`config.mk`:
```
export PLATFORM = sky130hd
export DESIGN_NAME = sev_top
export DESIGN_NICKNAME = d
export VERILOG_FILES = /design/src/sev_pkg.sv /design/src/sev_top.sv /design/src/sev_chan.sv
export VERILOG_INCLUDE_DIRS = /design/src
export SDC_FILE = /design/constraint.sdc
export NUM_CORES = 1
export LEC_CHECK = 0
export ABC_AREA = 1
export BUFFER_PORTS_ARGS = -buffer_cell sky130_fd_sc_hd__clkbuf_2
export CAP_MARGIN = 15
export CELL_PAD_IN_SITES_DETAIL_PLACEMENT = 1
export CELL_PAD_IN_SITES_GLOBAL_PLACEMENT = 2
export CORE_UTILIZATION = 23
export DETAILED_ROUTE_END_ITERATION = 8
export PLACE_DENSITY_LB_ADDON = 0.05
export SLEW_MARGIN = 0
export SYNTH_ARGS = -nofsm -noshare
export SYNTH_HDL_FRONTEND = slang
export SYNTH_SLANG_ARGS = --single-unit
```
`constraint.sdc`:
```
create_clock -name ref_clk_i -period 3.55 [get_ports ref_clk_i]
set_input_delay 1.065 -clock ref_clk_i [delete_from_list [all_inputs] [get_ports ref_clk_i]]
set_output_delay 1.065 -clock ref_clk_i [all_outputs]
set_load 0.05 [all_outputs]
```
`src/sev_cfg.svh`:
```
`ifndef SEV_CFG_SVH
`define SEV_CFG_SVH

// Channel geometry
`define SEV_NCH        4
`define SEV_CHW        2
`define SEV_AW         8
`define SEV_DW         32

// Register byte addresses
`define SEV_OFF_EVT    8'h00
`define SEV_OFF_EN     8'h04
`define SEV_OFF_QSTAT  8'h08
`define SEV_OFF_QCLR   8'h0C
`define SEV_OFF_NSTAT  8'h10
`define SEV_OFF_NCLR   8'h14

// Reset values
`define SEV_RST_CH     4'h0
`define SEV_RST_DATA   32'h0000_0000
`define SEV_RST_CHAN   2'h0
`define SEV_PAD        28'h000_0000

`endif

```
`src/sev_pkg.sv`:
```
`include "sev_cfg.svh"

package sev_pkg;
  // Offer sequencer states, one-hot
  typedef enum logic [1:0] {
    SEV_IDLE  = 2'h1,
    SEV_OFFER = 2'h2
  } sev_state_t;

  typedef logic [`SEV_CHW-1:0] sev_chan_t;
  typedef logic [`SEV_NCH-1:0] sev_vec_t;
endpackage

```
`src/sev_top.sv`:
```
`timescale 1ns/1ps
`include "sev_cfg.svh"

module sev_top (
  input  wire logic            ref_clk_i,   // System clock
  input  wire logic            rst_i,       // Sync reset, active high
  input  wire logic            psel_i,      // APB select
  input  wire logic            penable_i,   // APB enable
  input  wire logic            pwrite_i,    // APB write
  input  wire logic [7:0]      paddr_i,     // APB byte address
  input  wire logic [31:0]     pwdata_i,    // APB write data
  output logic      [31:0]     prdata_o,    // APB read data
  output logic                 pready_o,    // APB ready
  output logic                 pslverr_o,   // APB error, unmapped
  input  wire sev_pkg::sev_vec_t qevt_i,    // Quick channel event pulses
  input  wire sev_pkg::sev_vec_t qnull_i,   // Channel request is null/dummy
  input  wire sev_pkg::sev_vec_t nq_set_i,  // Normal channel queued pulses
  output logic                 tr_valid_o,  // Request offered
  output sev_pkg::sev_chan_t   tr_chan_o,   // Offered channel
  output logic                 tr_null_o,   // Offered request is null/dummy
  input  wire logic            tr_ready_i   // Transfer side takes request
);
  import sev_pkg::*;

  ////////////////////////////////////////////////////////////////////////
  // Declarations
  sev_state_t state;
  sev_state_t next_state;
  sev_vec_t   en_bits;
  sev_vec_t   nq_stat;
  sev_vec_t   evt;
  sev_vec_t   queued;
  sev_vec_t   elig;
  sev_vec_t   enq;
  sev_vec_t   done;
  sev_vec_t   qclr;
  sev_vec_t   next_nq;
  sev_chan_t  pick;
  logic       any_elig;
  logic       launch;
  logic       acc;
  logic       wr;
  logic       mapped;
  logic       nclr_wr;
  logic [31:0] rd_mux;
  logic       next_valid;
  sev_chan_t  next_chan;
  logic       next_null;

  ////////////////////////////////////////////////////////////////////////
  // APB decode
  assign launch  = psel_i & penable_i & ~pready_o;
  assign acc     = psel_i & penable_i & pready_o;
  assign wr      = acc & pwrite_i;
  assign mapped  = (paddr_i == `SEV_OFF_EVT)   | (paddr_i == `SEV_OFF_EN)
                 | (paddr_i == `SEV_OFF_QSTAT) | (paddr_i == `SEV_OFF_QCLR)
                 | (paddr_i == `SEV_OFF_NSTAT) | (paddr_i == `SEV_OFF_NCLR);
  assign qclr    = (wr && paddr_i == `SEV_OFF_QCLR)
                 ? pwdata_i[`SEV_NCH-1:0] : `SEV_RST_CH;
  assign nclr_wr = wr && (paddr_i == `SEV_OFF_NCLR);

  // Read mux, write-only registers read as zero
  assign rd_mux =
      (paddr_i == `SEV_OFF_EVT)   ? {`SEV_PAD, evt}     :
      (paddr_i == `SEV_OFF_EN)    ? {`SEV_PAD, en_bits} :
      (paddr_i == `SEV_OFF_QSTAT) ? {`SEV_PAD, queued}  :
      (paddr_i == `SEV_OFF_NSTAT) ? {`SEV_PAD, nq_stat} :
      `SEV_RST_DATA;

  // Normal channel queued bits: set wins, clear leaves events alone
  assign next_nq = nq_set_i
                 | (nq_stat & ~(nclr_wr ? pwdata_i[`SEV_NCH-1:0]
                                        : `SEV_RST_CH));

  ////////////////////////////////////////////////////////////////////////
  // APB response and software registers
  always_ff @(posedge ref_clk_i) begin
    if (rst_i) begin
      pready_o  <= 1'b0;
      pslverr_o <= 1'b0;
      prdata_o  <= `SEV_RST_DATA;
      en_bits   <= `SEV_RST_CH;
      nq_stat   <= `SEV_RST_CH;
    end else begin
      pready_o  <= launch;
      pslverr_o <= launch & ~mapped;
      prdata_o  <= (launch & ~pwrite_i) ? rd_mux : `SEV_RST_DATA;
      nq_stat   <= next_nq;
      if (wr && paddr_i == `SEV_OFF_EN) begin
        en_bits <= pwdata_i[`SEV_NCH-1:0];
      end
    end
  end

  ////////////////////////////////////////////////////////////////////////
  // Per-channel trackers
  genvar g;
  generate
    for (g = 0; g < `SEV_NCH; g++) begin : g_ch
      sev_chan u_chan (
        .ref_clk_i (ref_clk_i),
        .rst_i     (rst_i),
        .evt_i     (qevt_i[g]),
        .en_i      (en_bits[g]),
        .enq_i     (enq[g]),
        .done_i    (done[g]),
        .null_i    (tr_null_o),
        .clr_i     (qclr[g]),
        .evt_o     (evt[g]),
        .queued_o  (queued[g]),
        .elig_o    (elig[g])
      );
    end
  endgenerate

  ////////////////////////////////////////////////////////////////////////
  // Lowest eligible channel wins
  always_comb begin
    pick = `SEV_RST_CHAN;
    for (int i = `SEV_NCH - 1; i >= 0; i--) begin
      if (elig[i]) begin
        pick = sev_chan_t'(i);
      end
    end
  end

  assign any_elig = |elig;
  assign enq  = (state == SEV_IDLE && any_elig)
              ? sev_vec_t'(1 << pick) : `SEV_RST_CH;
  assign done = (state == SEV_OFFER && tr_ready_i)
              ? sev_vec_t'(1 << tr_chan_o) : `SEV_RST_CH;

  // Offer sequencer next state
  always_comb begin
    next_state = state;
    next_valid = tr_valid_o;
    next_chan  = tr_chan_o;
    next_null  = tr_null_o;
    case (state)
      SEV_IDLE: begin
        if (any_elig) begin
          next_state = SEV_OFFER;
          next_valid = 1'b1;
          next_chan  = pick;
          next_null  = qnull_i[pick];
        end
      end
      SEV_OFFER: begin
        if (tr_ready_i) begin
          next_state = SEV_IDLE;
          next_valid = 1'b0;
        end
      end
      default: begin
        next_state = SEV_IDLE;
        next_valid = 1'b0;
      end
    endcase
  end

  // Offer sequencer flops
  always_ff @(posedge ref_clk_i) begin
    if (rst_i) begin
      state      <= SEV_IDLE;
      tr_valid_o <= 1'b0;
      tr_chan_o  <= `SEV_RST_CHAN;
      tr_null_o  <= 1'b0;
    end else begin
      state      <= next_state;
      tr_valid_o <= next_valid;
      tr_chan_o  <= next_chan;
      tr_null_o  <= next_null;
    end
  end

  ////////////////////////////////////////////////////////////////////////
  // Checks
  sev_vec_t queued_d;

  always_ff @(posedge ref_clk_i) begin
    if (rst_i) begin
      queued_d <= `SEV_RST_CH;
    end else begin
      queued_d <= queued;
    end
  end
endmodule

```
`src/sev_chan.sv`:
```
`timescale 1ns/1ps
`include "sev_cfg.svh"

module sev_chan (
  input  wire logic ref_clk_i,  // System clock
  input  wire logic rst_i,      // Sync reset, active high
  input  wire logic evt_i,      // Incoming event pulse
  input  wire logic en_i,       // Channel enable bit
  input  wire logic enq_i,      // Channel entered the queue
  input  wire logic done_i,     // Request handed to transfer side
  input  wire logic null_i,     // Handed request was null or dummy
  input  wire logic clr_i,      // Software queued-clear strobe
  output logic      evt_o,      // Event bit
  output logic      queued_o,   // Queued-status bit
  output logic      elig_o      // May enter prioritisation
);
  logic next_evt;
  logic next_queued;

  // Event latch: enable gates capture, a new event beats any clear
  assign next_evt    = (evt_i & en_i)
                     | (evt_o & ~done_i & ~clr_i);
  // Queued bit: set on enqueue, auto-clear only for valid requests
  assign next_queued = enq_i
                     | (queued_o & ~clr_i
                        & ~(done_i & ~null_i));
  // A queued channel is kept out of prioritisation
  assign elig_o      = evt_o & ~queued_o;

  // State flops
  always_ff @(posedge ref_clk_i) begin
    if (rst_i) begin
      evt_o    <= 1'b0;
      queued_o <= 1'b0;
    end else begin
      evt_o    <= next_evt;
      queued_o <= next_queued;
    end
  end
endmodule

```
# --- After elaboration in Yosys (flattened, before gate mapping) ---
# Cells that the tools add are included.
classes:
  add_sub_neg: 0
  mul: 0
  div_mod_pow: 0
  n_lt_le_gt_ge: 1
  n_eq_ne: 9
  shift: 2
  muxes: 20
  bitwise_logic: 71
  reduce_logical: 11
ops:
  columns: ["op", "count"]
  rows:
  - ["1-bit bitwise AND", 34]
  - ["4-bit two-way mux", 8]
  - ["1-bit NOT", 21]
  - ["8-bit by 4-bit == test with 1-bit output (second input constant)", 2]
  - ["8-bit by 5-bit == test with 1-bit output (second input constant)", 2]
  - ["1-bit OR", 13]
  - ["2-bit two-way mux", 6]
  - ["8-bit by 3-bit == test with 1-bit output (second input constant)", 1]
  - ["8-bit logical NOT", 1]
  - ["1-bit by 2-bit left shift with 4-bit output (first input constant)", 2]
  - ["1-bit logical AND", 5]
  - ["5-bit OR reduction", 1]
  - ["4-bit bitwise AND", 1]
  - ["2-bit inequality test (second input constant)", 2]
  - ["4-bit NOT", 1]
  - ["4-bit OR", 1]
  - ["2-bit case mux with 2 select lines", 1]
  - ["2-bit AND reduction", 2]
  - ["4-bit OR reduction", 1]
  - ["2-bit by 3-bit less-than comparator with 1-bit output (second input constant)", 1]
  - ["1-bit two-way mux", 3]
  - ["1-bit binary-select mux with 2-bit select", 1]
  - ["2-bit by 1-bit == test with 1-bit output (second input constant)", 1]
  - ["2-bit == test (second input constant)", 1]
  - ["other kinds (2)", 2]
word_totals:
  ff_bits: 56
  latchBits: 0
  ram_bits: 0
  rom_bits: 0
  output_inout_bits: 38
  wordCells: 132
  mem_count: 0

# --- Depth between registers and ports, before layout ---
# Gate-level depths: netlist of run 1.
depth:
  word_depth: 9
  depth_mapped: 10
  depth_no_buf: 10

# --- By module ---
# Synthesis of run 1 repeated with hierarchy kept, for this count alone.
hier_totals:
  cells_unflattened: 273
  hier_area_um2: 1726.7
by_module_without_submodules:
  columns: ["mod", "instances", "cells_per_inst", "area_per_inst_um2", "seq_area_each_um2"]
  rows:
  - ["sev_top", 1, 209, 1331.3, 380.4]
  - ["sev_chan", 4, 16, 98.8, 40.0]

# --- Worst setup path after synthesis of run 1 ---
# Ideal clock, no wire load.
synth_path:
  kind: "input to register"
  startpoint: "input paddr_i[1]"
  endpoint: "register nq_stat[0]"
  setup_time_ps: 128
  arrival_time_ps: 1758
  required_time_ps: 3422
  setup_slack_ps: 1665
  stages: 8
  path_buffers: 0
  cell_sequence: "nor2_4 > nand2_2 > nor2_4 > nand2_2 > nor2_4 > nand2_1 > a21oi_1 > nor2_1"
synth_via:
  elab_chain_cells: 6
synth_rtl:
  columns: ["element", "line", "text"]
  rows:
  - ["start, declared", "sev_top.sv:10", "input wire logic [7:0] paddr_i,"]
  - ["8-bit by 5-bit == test with 1-bit output (no source line)", null, null]
  - ["1-bit logical AND", "sev_top.sv:60", "assign nclr_wr = wr && (paddr_i == `SEV_OFF_NCLR);"]
  - ["4-bit two-way mux (no source line)", null, null]
  - ["4-bit NOT", "sev_top.sv:72", "| (nq_stat & ~(nclr_wr ? pwdata_i[`SEV_NCH-1:0]"]
  - ["4-bit bitwise AND", "sev_top.sv:72", null]
  - ["4-bit OR", "sev_top.sv:71", "assign next_nq = nq_set_i"]
  - ["end signal, assigned", "sev_top.sv:83", "nq_stat <= `SEV_RST_CH;"]
  - ["end signal, assigned", "sev_top.sv:88", "nq_stat <= next_nq;"]
  - ["end, declared", "sev_top.sv:30", "sev_vec_t nq_stat;"]
# Every way passes these cells.
# A chain may end at the register's enable or synchronous reset.

# --- Worst setup path after layout of run 1 ---
layout_path:
  startpoint: "register tr_null_o"
  endpoint: "output tr_null_o"
layout_rtl:
  columns: ["element", "line", "text"]
  rows:
  - ["start, declared", "sev_top.sv:20", "output logic tr_null_o,"]
  - ["start signal, assigned", "sev_top.sv:172", "tr_null_o <= next_null;"]
# No word-level cell between the ends.

==> results of run 1 <==
cells in the final DEF, fill, tap and decap left out, types with 4 or more instances in the layout:
cell	Yosys	routed
nand4_1	8	8
a21oi_1	15	15
dfxtp_1	27	27
nand2_1	37	37
nand3_1	27	27
conb_1	1	28
clkbuf_2	1	39
inv_1	30	30
o21ai_0	6	6
nor2_4	4	4
nor2_1	39	39
layout make-up:
type / count / area, um^2
repair buffers: 39 / 195
multi-input cells: 179 / 835
fillers: 886 / 4940
inverters: 31 / 116
clock inverters: 1 / 8.76
flip-flops and latches: 27 / 541
well taps: 96 / 120
clock buffers: 3 / 41.3
registers in the layout, summed over array words and instances, names as in the netlist:
name	flops
g_ch.u_chan.evt_o	4
tr_null_o	1
prdata_o	4
tr_valid_o	1
nq_stat	4
pready_o	1
state	1
en_bits	4
pslverr_o	1
tr_chan_o	2
g_ch.u_chan.queued_o	4
routing by layer:
| metal | global-route usage | wire, um | up-vias |
|---|---|---|---|
| li1 | - | - | 789 |
| met1 | 0.173 | 2140 | 680 |
| met2 | 0.209 | 1970 | 41 |
| met3 | 0.0289 | 175 | 2 |
| met4 | 0.0318 | 45 | 0 |
| met5 | 0 | 0 | - |
cells in the mapped netlist:
cell type	number	area, um^2
o21ai_1	1	5.00
o21ai_2	1	8.76
inv_1	30	113
a21oi_1	15	75.1
nor2_1	39	146
a31oi_1	1	6.26
dfxtp_1	27	541
nand3b_1	2	15.0
buf_4	28	210
nor3_1	3	15.0
clkbuf_1	1	3.75
nand2_2	3	18.8
nor3_2	1	10.0
inv_2	1	3.75
buf_2	1	5.00
nand3_1	27	135
nand4_1	8	50.1
nand2_1	37	139
conb_1	1	3.75
o21ai_0	6	30.0
nor2_2	1	6.26
clkbuf_2	1	5.00
nor3_4	1	16.3
o21a_1	1	7.51
nor2_4	4	45.0
stage by stage:
stage | instance area [um^2] | power (uW) | hold WS [ps]
floorplan | 1720 | 425 | 447
CTS | 1860 | 629 | 502
global route | 1860 | 649 | 536
finish | 1860 | 617 | 504
global placement | 1810 | 427 | 480
detailed placement | 1810 | 428 | 485
cell families after synthesis:
logic type / Yosys count / share of synthesized area
AOI/OAI and AO/OA: 25 / 0.0822
and+or+nand+nor: 126 / 0.370
other: 1 / 0.00232
DFF: 27 / 0.335
buffers and inverters: 62 / 0.211
how the worst max path moves through the flow:
stage,startpoint,endpoint,slack [ps],cells after the start
after floorplan,paddr_i[1],nq_stat[0],1660,8
after global placement,paddr_i[6],en_bits[2],1210,9
after detailed placement,paddr_i[6],en_bits[1],1240,9
after CTS,tr_null_o,tr_null_o,1360,1
after global routing,tr_null_o,tr_null_o,1320,1
final,tr_null_o,tr_null_o,1390,1
power groups by stage:
stage,Combinational [uW],Clock (uW),Sequential (uW)
2_1_floorplan,106,0,319
3_3_place_gp,111,0,317
3_5_place_dp,111,0,317
4_1_cts,111,208,310
5_1_grt,118,221,310
6_report,110,197,309
==> impl_metrics.json, run 1 <==
{
  "antenna_left": 0,
  "finalHoldViolations": 0,
  "maxCapViolCount": 0,
  "grt_max_degree": 18,
  "root_buffer": "clkbuf_8",
  "die_h_um": 85.8,
  "arrival_ps": 1100,
  "layout-drive-gt1-share": 0.196,
  "rows": 30,
  "holdPathStages": 2,
  "internal-power_uw": 408,
  "placed_cells": 372,
  "layout_min_cycle_time_ps": 2160,
  "wire_per_inst_um": 11.5,
  "insertedDiodeCount": 0,
  "cts_hold_buf": 0,
  "cp_slowest_stage_delay_ps": 480,
  "routed_via_density": 4.02,
  "worstReg2RegEnd": "g_ch[0].u_chan.queued_o",
  "clkLatencyLatePin_ps": 290,
  "start_util": 0.238,
  "pwr-share-seq": 0.502,
  "synth.avg_cell_area_um2": 6.70,
  "place_ws_ps": 1240,
  "cts_max_level": 1,
  "drt_pass1_iterations": 4,
  "irDropWorstVdd_v": 0.000117,
  "antenna_found_initial": 0,
  "status": "finished clean",
  "cp-start-kind": "flip-flop",
  "synth_seq_cells": 27,
  "die_area_um2": 7360,
  "worst-path-buf-inv": 1,
  "vias": 1512,
  "rrSetupSlack_ps": 2180,
  "critPathKind": "reg -> out",
  "rsz0062_at_grt": "no",
  "end_kind": "output port",
  "cellLeakagePower_uw": 0.000858,
  "r2r-start": "g_ch[2].u_chan.queued_o",
  "cpMaxStageDelayCell": "dfxtp_1",
  "hold_class": "reg -> reg",
  "cts_buffers": 3,
  "postCtsSetupBuffers": 0,
  "gp_routability_congestion": 0.703,
  "worst-path-max-fanout": 6,
  "route.detailed.drc": 0,
  "setup_tns_ps": 0,
  "ios": 96,
  "cts_tree": "done",
  "area_growth_pct": 15.0,
  "cts.reportedPaths.clkPinSlew_ps": 110,
  "pwr-share-comb": 0.179,
  "setup_viol": 0,
  "critical_path.top_delay_family": "flip-flops",
  "timing.fmax_mhz": 463,
  "ys_seq_area_frac": 0.335,
  "post-route-util": 0.273,
  "grt_pass1_vias": 1512,
  "core_um2": 6790,
  "die_w_um": 85.8,
  "report.final.slew_viol_count": 0,
  "finalCritPeriodShare": 0.609,
  "fin_nets": 339,
  "gr-usage-all-layers": 0.129,
  "ys_types": 25,
  "p_switching_uw": 209,
  "path_cells": "clkbuf_2",
  "whs_endpoint": "nq_stat[3]",
  "relSlewSlack": 0.573,
  "netlist_area_um2": 1610,
  "worst_slew_pin_slew_ps": 636,
  "portBuffers": 39,
  "swShare": 0.339,
  "fin_worst_skew_ps": 8.58,
  "grt_overflow": 0,
  "setup_ws_ps": 1390,
  "netlist_instances": 241,
  "ctsResizeCount": 0,
  "grt_pass1_wl_um": 7290,
  "rr_worst_depth": 7,
  "hpwl_um": 3650,
  "min_from": "nq_stat[3]",
  "routed_wl_um": 4340,
  "cts_buffer_depth": 2,
  "p_per_area_nw_per_um2": 332,
  "crit_required_ps": 2480,
  "finish.cell_count_without_fillers": 376,
  "clockPowerShare": 0.319,
  "drt_iter0_markers": 35,
  "clock-sinks": 27,
  "yosys_warnings": 0
}
Note: power is estimated with default switching activity, not from simulation.
==> run 2, diff against run 1 <==
--- a/config.mk
+++ b/config.mk
@@ -6,7 +6,7 @@
 export SDC_FILE = /design/constraint.sdc
 export NUM_CORES = 1
 export LEC_CHECK = 0
-export ABC_AREA = 1
+export ABC_AREA = 0
 export BUFFER_PORTS_ARGS = -buffer_cell sky130_fd_sc_hd__clkbuf_2
 export CAP_MARGIN = 15
 export CELL_PAD_IN_SITES_DETAIL_PLACEMENT = 1
==> constraint.sdc (replaced) <==
create_clock -name ref_clk_i -period 2 [get_ports ref_clk_i]
set_input_delay 0.6 -clock ref_clk_i [delete_from_list [all_inputs] [get_ports ref_clk_i]]
set_output_delay 0.6 -clock ref_clk_i [all_outputs]
set_load 0.05 [all_outputs]
==> run 2 against run 1 <==
Sequential power grew 78%; non-clock buffer count grew 8; worst hold slack lost 2.4 ps; register-to-register slack got worse by 1600 ps; area after synthesis up 2.0%; final cell count is 11% lower; synthesized cell count decreased by 20%; worst setup slack got worse by 1100 ps; clock skew is essentially flat; via count fell by 1.5%; highest routed layer unchanged.
==> impl_metrics.json, run 2 <==
{
  "die_area_um2": 7500,
  "antenna_left": 0,
  "cpMaxStageDelayCell": "dfxtp_1",
  "grt_pass1_vias": 1552,
  "synth_top_family_by_area": "simple AND/OR/NAND/NOR gates",
  "critPathKind": "reg -> out",
  "worst-path-max-fanout": 8,
  "route.detailed.drc": 0,
  "yosysMostFrequentCell": "buf_4",
  "p_per_area_nw_per_um2": 569,
  "cts_max_level": 1,
  "rows": 30,
  "ys_types": 51,
  "post-route-util": 0.282,
  "hold_class": "reg -> reg",
  "ctsResizeCount": 0,
  "die_w_um": 86.6,
  "drt_iter0_markers": 51,
  "finalCritPeriodShare": 0.873,
  "postCtsSetupBuffers": 0,
  "setup_tns_ps": 0,
  "cellLeakagePower_uw": 0.000819,
  "vias": 1490,
  "r2r-start": "g_ch[0].u_chan.queued_o",
  "min_from": "en_bits[2]",
  "place_ws_ps": 81.0,
  "gr-usage-all-layers": 0.140,
  "synth_simple_gate_area_share": 0.283,
  "nFillCells": 864,
  "synth_area_leaders": "dfxtp_1, buf_4, nor2b_1",
  "netlist_area_um2": 1650,
  "antenna_found_initial": 0,
  "final_cell_mix": "clkbuf_2, conb_1, dfxtp_1",
  "maxCapViolCount": 0,
  "insertedDiodeCount": 0,
  "cp-start-kind": "flip-flop",
  "setup_viol": 0,
  "irDropWorstVdd_v": 0.000291,
  "wire_per_inst_um": 14.7,
  "cts_buffers": 3,
  "clock-sinks": 27,
  "routed_via_density": 4.46,
  "synth.area.mux_share": 0.0243,
  "synth.avg_cell_area_um2": 8.53,
  "synth_ff_type": "dfxtp_1",
  "grt_overflow": 0,
  "startpoint": "tr_chan_o[0]",
  "fin_worst_skew_ps": 8.12,
  "cts_buffer_depth": 2,
  "report.final.slew_viol_count": 0,
  "worst-path-buf-inv": 1,
  "synth_edf_count": 0,
  "setup_ws_ps": 254,
  "timing.fmax_mhz": 573,
  "async_flop_share": 0,
  "hold_ws_ps": 501,
  "ios": 96,
  "end_kind": "output port",
  "synthAdderAreaFrac": 0,
  "ys_seq_area_frac": 0.328,
  "cts_hold_buf": 0,
  "yosys.area.top_type": "dfxtp_1",
  "path_cells": "clkbuf_2",
  "final_common_cell": "clkbuf_2",
  "synth_seq_cells": 27,
  "core_um2": 6870,
  "layout_min_cycle_time_ps": 1750,
  "synth_top_area_share": 0.328,
  "yosys_warnings": 0,
  "root_buffer": "clkbuf_8",
  "routed_wl_um": 4910,
  "fin_nets": 297,
  "cts.reportedPaths.clkPinSlew_ps": 110,
  "synth-xor-area-share": 0,
  "clkLatencyLatePin_ps": 280,
  "cts_tree": "done",
  "synth_compound_area_frac": 0.209,
  "start_util": 0.240,
  "grt_pass1_wl_um": 8060,
  "layout-drive-gt1-share": 0.252,
  "report.power.total_uw": 1100,
  "grt_max_degree": 23,
  "portBuffers": 39,
  "drt_pass1_iterations": 4,
  "hpwl_um": 4020,
  "area_growth_pct": 17.8,
  "arrival_ps": 1150,
  "cp_slowest_stage_delay_ps": 520,
  "die_h_um": 86.6,
  "critical_path.top_delay_family": "flip-flops",
  "netlist_instances": 193,
  "synthTopCellsByCount": "buf_4, dfxtp_1, nor2_1, nor2b_1, nand2_1",
  "status": "finished clean",
  "finalHoldViolations": 0,
  "rsz0062_at_grt": "no",
  "crit_required_ps": 1400,
  "gp_routability_congestion": 0.794
}
run 2: changes by cell type after synthesis, moves of 6 or more:
| cell | delta |
|---|---|
| nand3_1 | -26 |
| nand2_1 | -28 |
| nor2_1 | -23 |
| a21oi_1 | -7 |
| nor2b_1 | +11 |
| inv_1 | -25 |
| nand4_1 | -6 |
| nand2b_1 | +7 |
run 2: metal layers:
metal	part of all wire	global-route usage	vias up
met5	0	0	-
met4	0.0031	0.0227	0
met3	0.032	0.0181	2
met2	0.50	0.252	38
met1	0.46	0.180	707
li1	-	-	743
run 2: cell type report:
class                      instances  area, um^2  share of cell area
multi-input combinational        154         955               0.492
sequential                        27         541               0.279
timing repair buffer              47         255               0.132
tap                               96         120              0.0619
clock buffer                       3        41.3              0.0213
inverter                           6        22.5              0.0116
clock inverter                     1        5.00             0.00258
run 2: kinds of logic (layout without fill, tap and decap cells):
kind of cell	after synthesis	after routing
buf+inv	39	57
compound gates	48	48
simple gates	74	74
mux	4	4
other cells	1	28
flops	27	27
run 2: through the flow:
step	area, um^2	cells
2_1_floorplan	1750	220
3_3_place_gp	1890	330
3_5_place_dp	1890	330
4_1_cts	1940	334
5_1_grt	1940	334
6_report	1940	334
run 2: worst min-delay path: stages, from the launching register on:
cell	delay, ps
dfxtp_1	350
nand2_1	60
a21oi_1	50
run 2: power breakdown:
part	internal, uW	switching [uW]	leakage (uW)
clock network	140	192	0.0000255
logic	43.9	178	0.000574
registers	545	4.74	0.000219
total	729	374	0.000819
run 2: worst paths after layout:
path         slack [ps]                   end  cells after the start
min                 500  g_ch[2].u_chan.evt_o                      2
max                 250          tr_chan_o[0]                      1
max reg2reg         550              state[0]                      4
min reg2reg         500  g_ch[2].u_chan.evt_o                      2
==> run 3, diff against run 2 <==
--- a/config.mk
+++ b/config.mk
@@ -9,9 +9,9 @@
 export ABC_AREA = 0
 export BUFFER_PORTS_ARGS = -buffer_cell sky130_fd_sc_hd__clkbuf_2
 export CAP_MARGIN = 15
-export CELL_PAD_IN_SITES_DETAIL_PLACEMENT = 1
-export CELL_PAD_IN_SITES_GLOBAL_PLACEMENT = 2
-export CORE_UTILIZATION = 23
+export CELL_PAD_IN_SITES_DETAIL_PLACEMENT = 0
+export CELL_PAD_IN_SITES_GLOBAL_PLACEMENT = 1
+export CORE_UTILIZATION = 30
 export DETAILED_ROUTE_END_ITERATION = 8
 export PLACE_DENSITY_LB_ADDON = 0.05
 export SLEW_MARGIN = 0
==> run 3 against run 2 <==
Cell area decreased by 2.1%; clock power decreased by 3%; via count increased by 0.94%; final cell count decreased by 8.1%; flip-flop and latch count unchanged; register-to-register slack got worse by 30 ps; worst setup slack improved by 6.9 ps; clock skew decreased by 4.6 ps; non-clock buffer count decreased by 1; first-iteration DRC count increased by 47%.
==> impl_metrics.json, run 3 (synthesized netlist as in run 2, its figures left out) <==
{
  "status": "finished clean",
  "cts_max_level": 1,
  "finalHoldViolations": 0,
  "finalCritPeriodShare": 0.869,
  "die_h_um": 76.1,
  "worst-path-buf-inv": 1,
  "rrSetupSlack_ps": 520,
  "maxCapViolCount": 0,
  "critPathKind": "reg -> out",
  "rows": 26,
  "design_area_um2": 1900,
  "finish.cell_count_without_fillers": 307,
  "path_cells": "clkbuf_2",
  "cts_hold_buf": 0,
  "arrival_ps": 1140,
  "cts_tree": "done",
  "report.final.slew_viol_count": 0,
  "antenna_found_initial": 0,
  "setup_viol": 0,
  "rsz0062_at_grt": "no",
  "drt_pass1_iterations": 6,
  "worst-path-max-fanout": 8,
  "fin_worst_skew_ps": 3.51,
  "drt_iter0_markers": 75,
  "cpMaxStageDelayCell": "dfxtp_1",
  "cellLeakagePower_uw": 0.000811,
  "ctsResizeCount": 0,
  "setup_ws_ps": 261,
  "setup_tns_ps": 0,
  "antenna_left": 0,
  "timing.fmax_mhz": 575,
  "multiInputGateArea_um2": 955,
  "clkLatencyLatePin_ps": 280,
  "core_um2": 5200,
  "insertedDiodeCount": 0,
  "end_kind": "output port",
  "grt_overflow": 0,
  "die_w_um": 76.1,
  "cts.reportedPaths.clkPinSlew_ps": 100,
  "hold_class": "reg -> reg",
  "route.detailed.drc": 0,
  "dpl_cell_area_um2": 1850,
  "postCtsSetupBuffers": 0,
  "placed_cells": 303,
  "irDropWorstVdd_v": 0.000206,
  "grt_pass1_vias": 1446,
  "crit_required_ps": 1400,
  "layout_min_cycle_time_ps": 1740,
  "wire_per_inst_um": 13.6,
  "p_per_area_nw_per_um2": 573,
  "regArea_um2": 541,
  "gp_routability_congestion": 0.812,
  "cp-start-kind": "flip-flop",
  "clock-sinks": 27,
  "layout-drive-gt1-share": 0.245,
  "start_util": 0.316,
  "critical_path.top_delay_family": "flip-flops",
  "cp_slowest_stage_delay_ps": 520,
  "vias": 1504,
  "final_cell_mix": "clkbuf_2, conb_1, dfxtp_1",
  "cts_buffers": 3,
  "place_ws_ps": 75.6,
  "routed_via_density": 4.90,
  "portBuffers": 39,
  "root_buffer": "clkbuf_8",
  "final_common_cell": "clkbuf_2",
  "die_area_um2": 5790,
  "area_growth_pct": 15.3,
  "nFillCells": 555,
  "gr-usage-all-layers": 0.154,
  "routed_wl_um": 4180,
  "ios": 96,
  "fin_nets": 296,
  "hpwl_um": 3340,
  "grt_max_degree": 16,
  "cts_buffer_depth": 2,
  "grt_pass1_wl_um": 7200
}
==> run 3: where the power goes <==
part	leakage, uW	switching (uW)	total, uW	internal, uW
sequential	0.000219	3.99	549	545
combinational	0.000570	174	217	42.6
clock	0.0000228	179	322	143
total	0.000811	357	1090	730
==> run 3: final timing paths <==
check	startpoint	end	cells after the start
max	tr_chan_o[0]	tr_chan_o[0]	1
min	en_bits[0]	g_ch[0].u_chan.evt_o	2
max reg2reg	pready_o	nq_stat[3]	5
min reg2reg	en_bits[0]	g_ch[0].u_chan.evt_o	2
==> run 3: area by class of cell <==
cell class / count / area share
multi-input combinational: 154 / 0.503
sequential: 27 / 0.285
timing repair buffer: 46 / 0.131
tap: 70 / 0.0461
clock buffer: 4 / 0.0237
inverter: 6 / 0.0119
==> run 3: per-stage QoR <==
stage               total power [uW]  hold WS [ps]   util
floorplan                        763           445      -
global placement                 776           466  0.356
detailed placement               778           464  0.356
CTS                             1100           481  0.365
global route                    1140           510  0.365
finish                          1090           482  0.365
==> run 3: routing by layer <==
| metal | track usage | vias to the layer above | wire length (um) |
|---|---|---|---|
| met5 | 0 | - | 0 |
| met4 | 0.0462 | 0 | 48 |
| met3 | 0.0180 | 6 | 201 |
| met2 | 0.258 | 60 | 1940 |
| met1 | 0.207 | 701 | 1980 |
| li1 | - | 737 | - |
==> run 3: tightest hold or removal path: stages, from the launching register on <==
cell	delay [ps]
dfxtp_1	330
nand2_1	60
a21oi_1	50
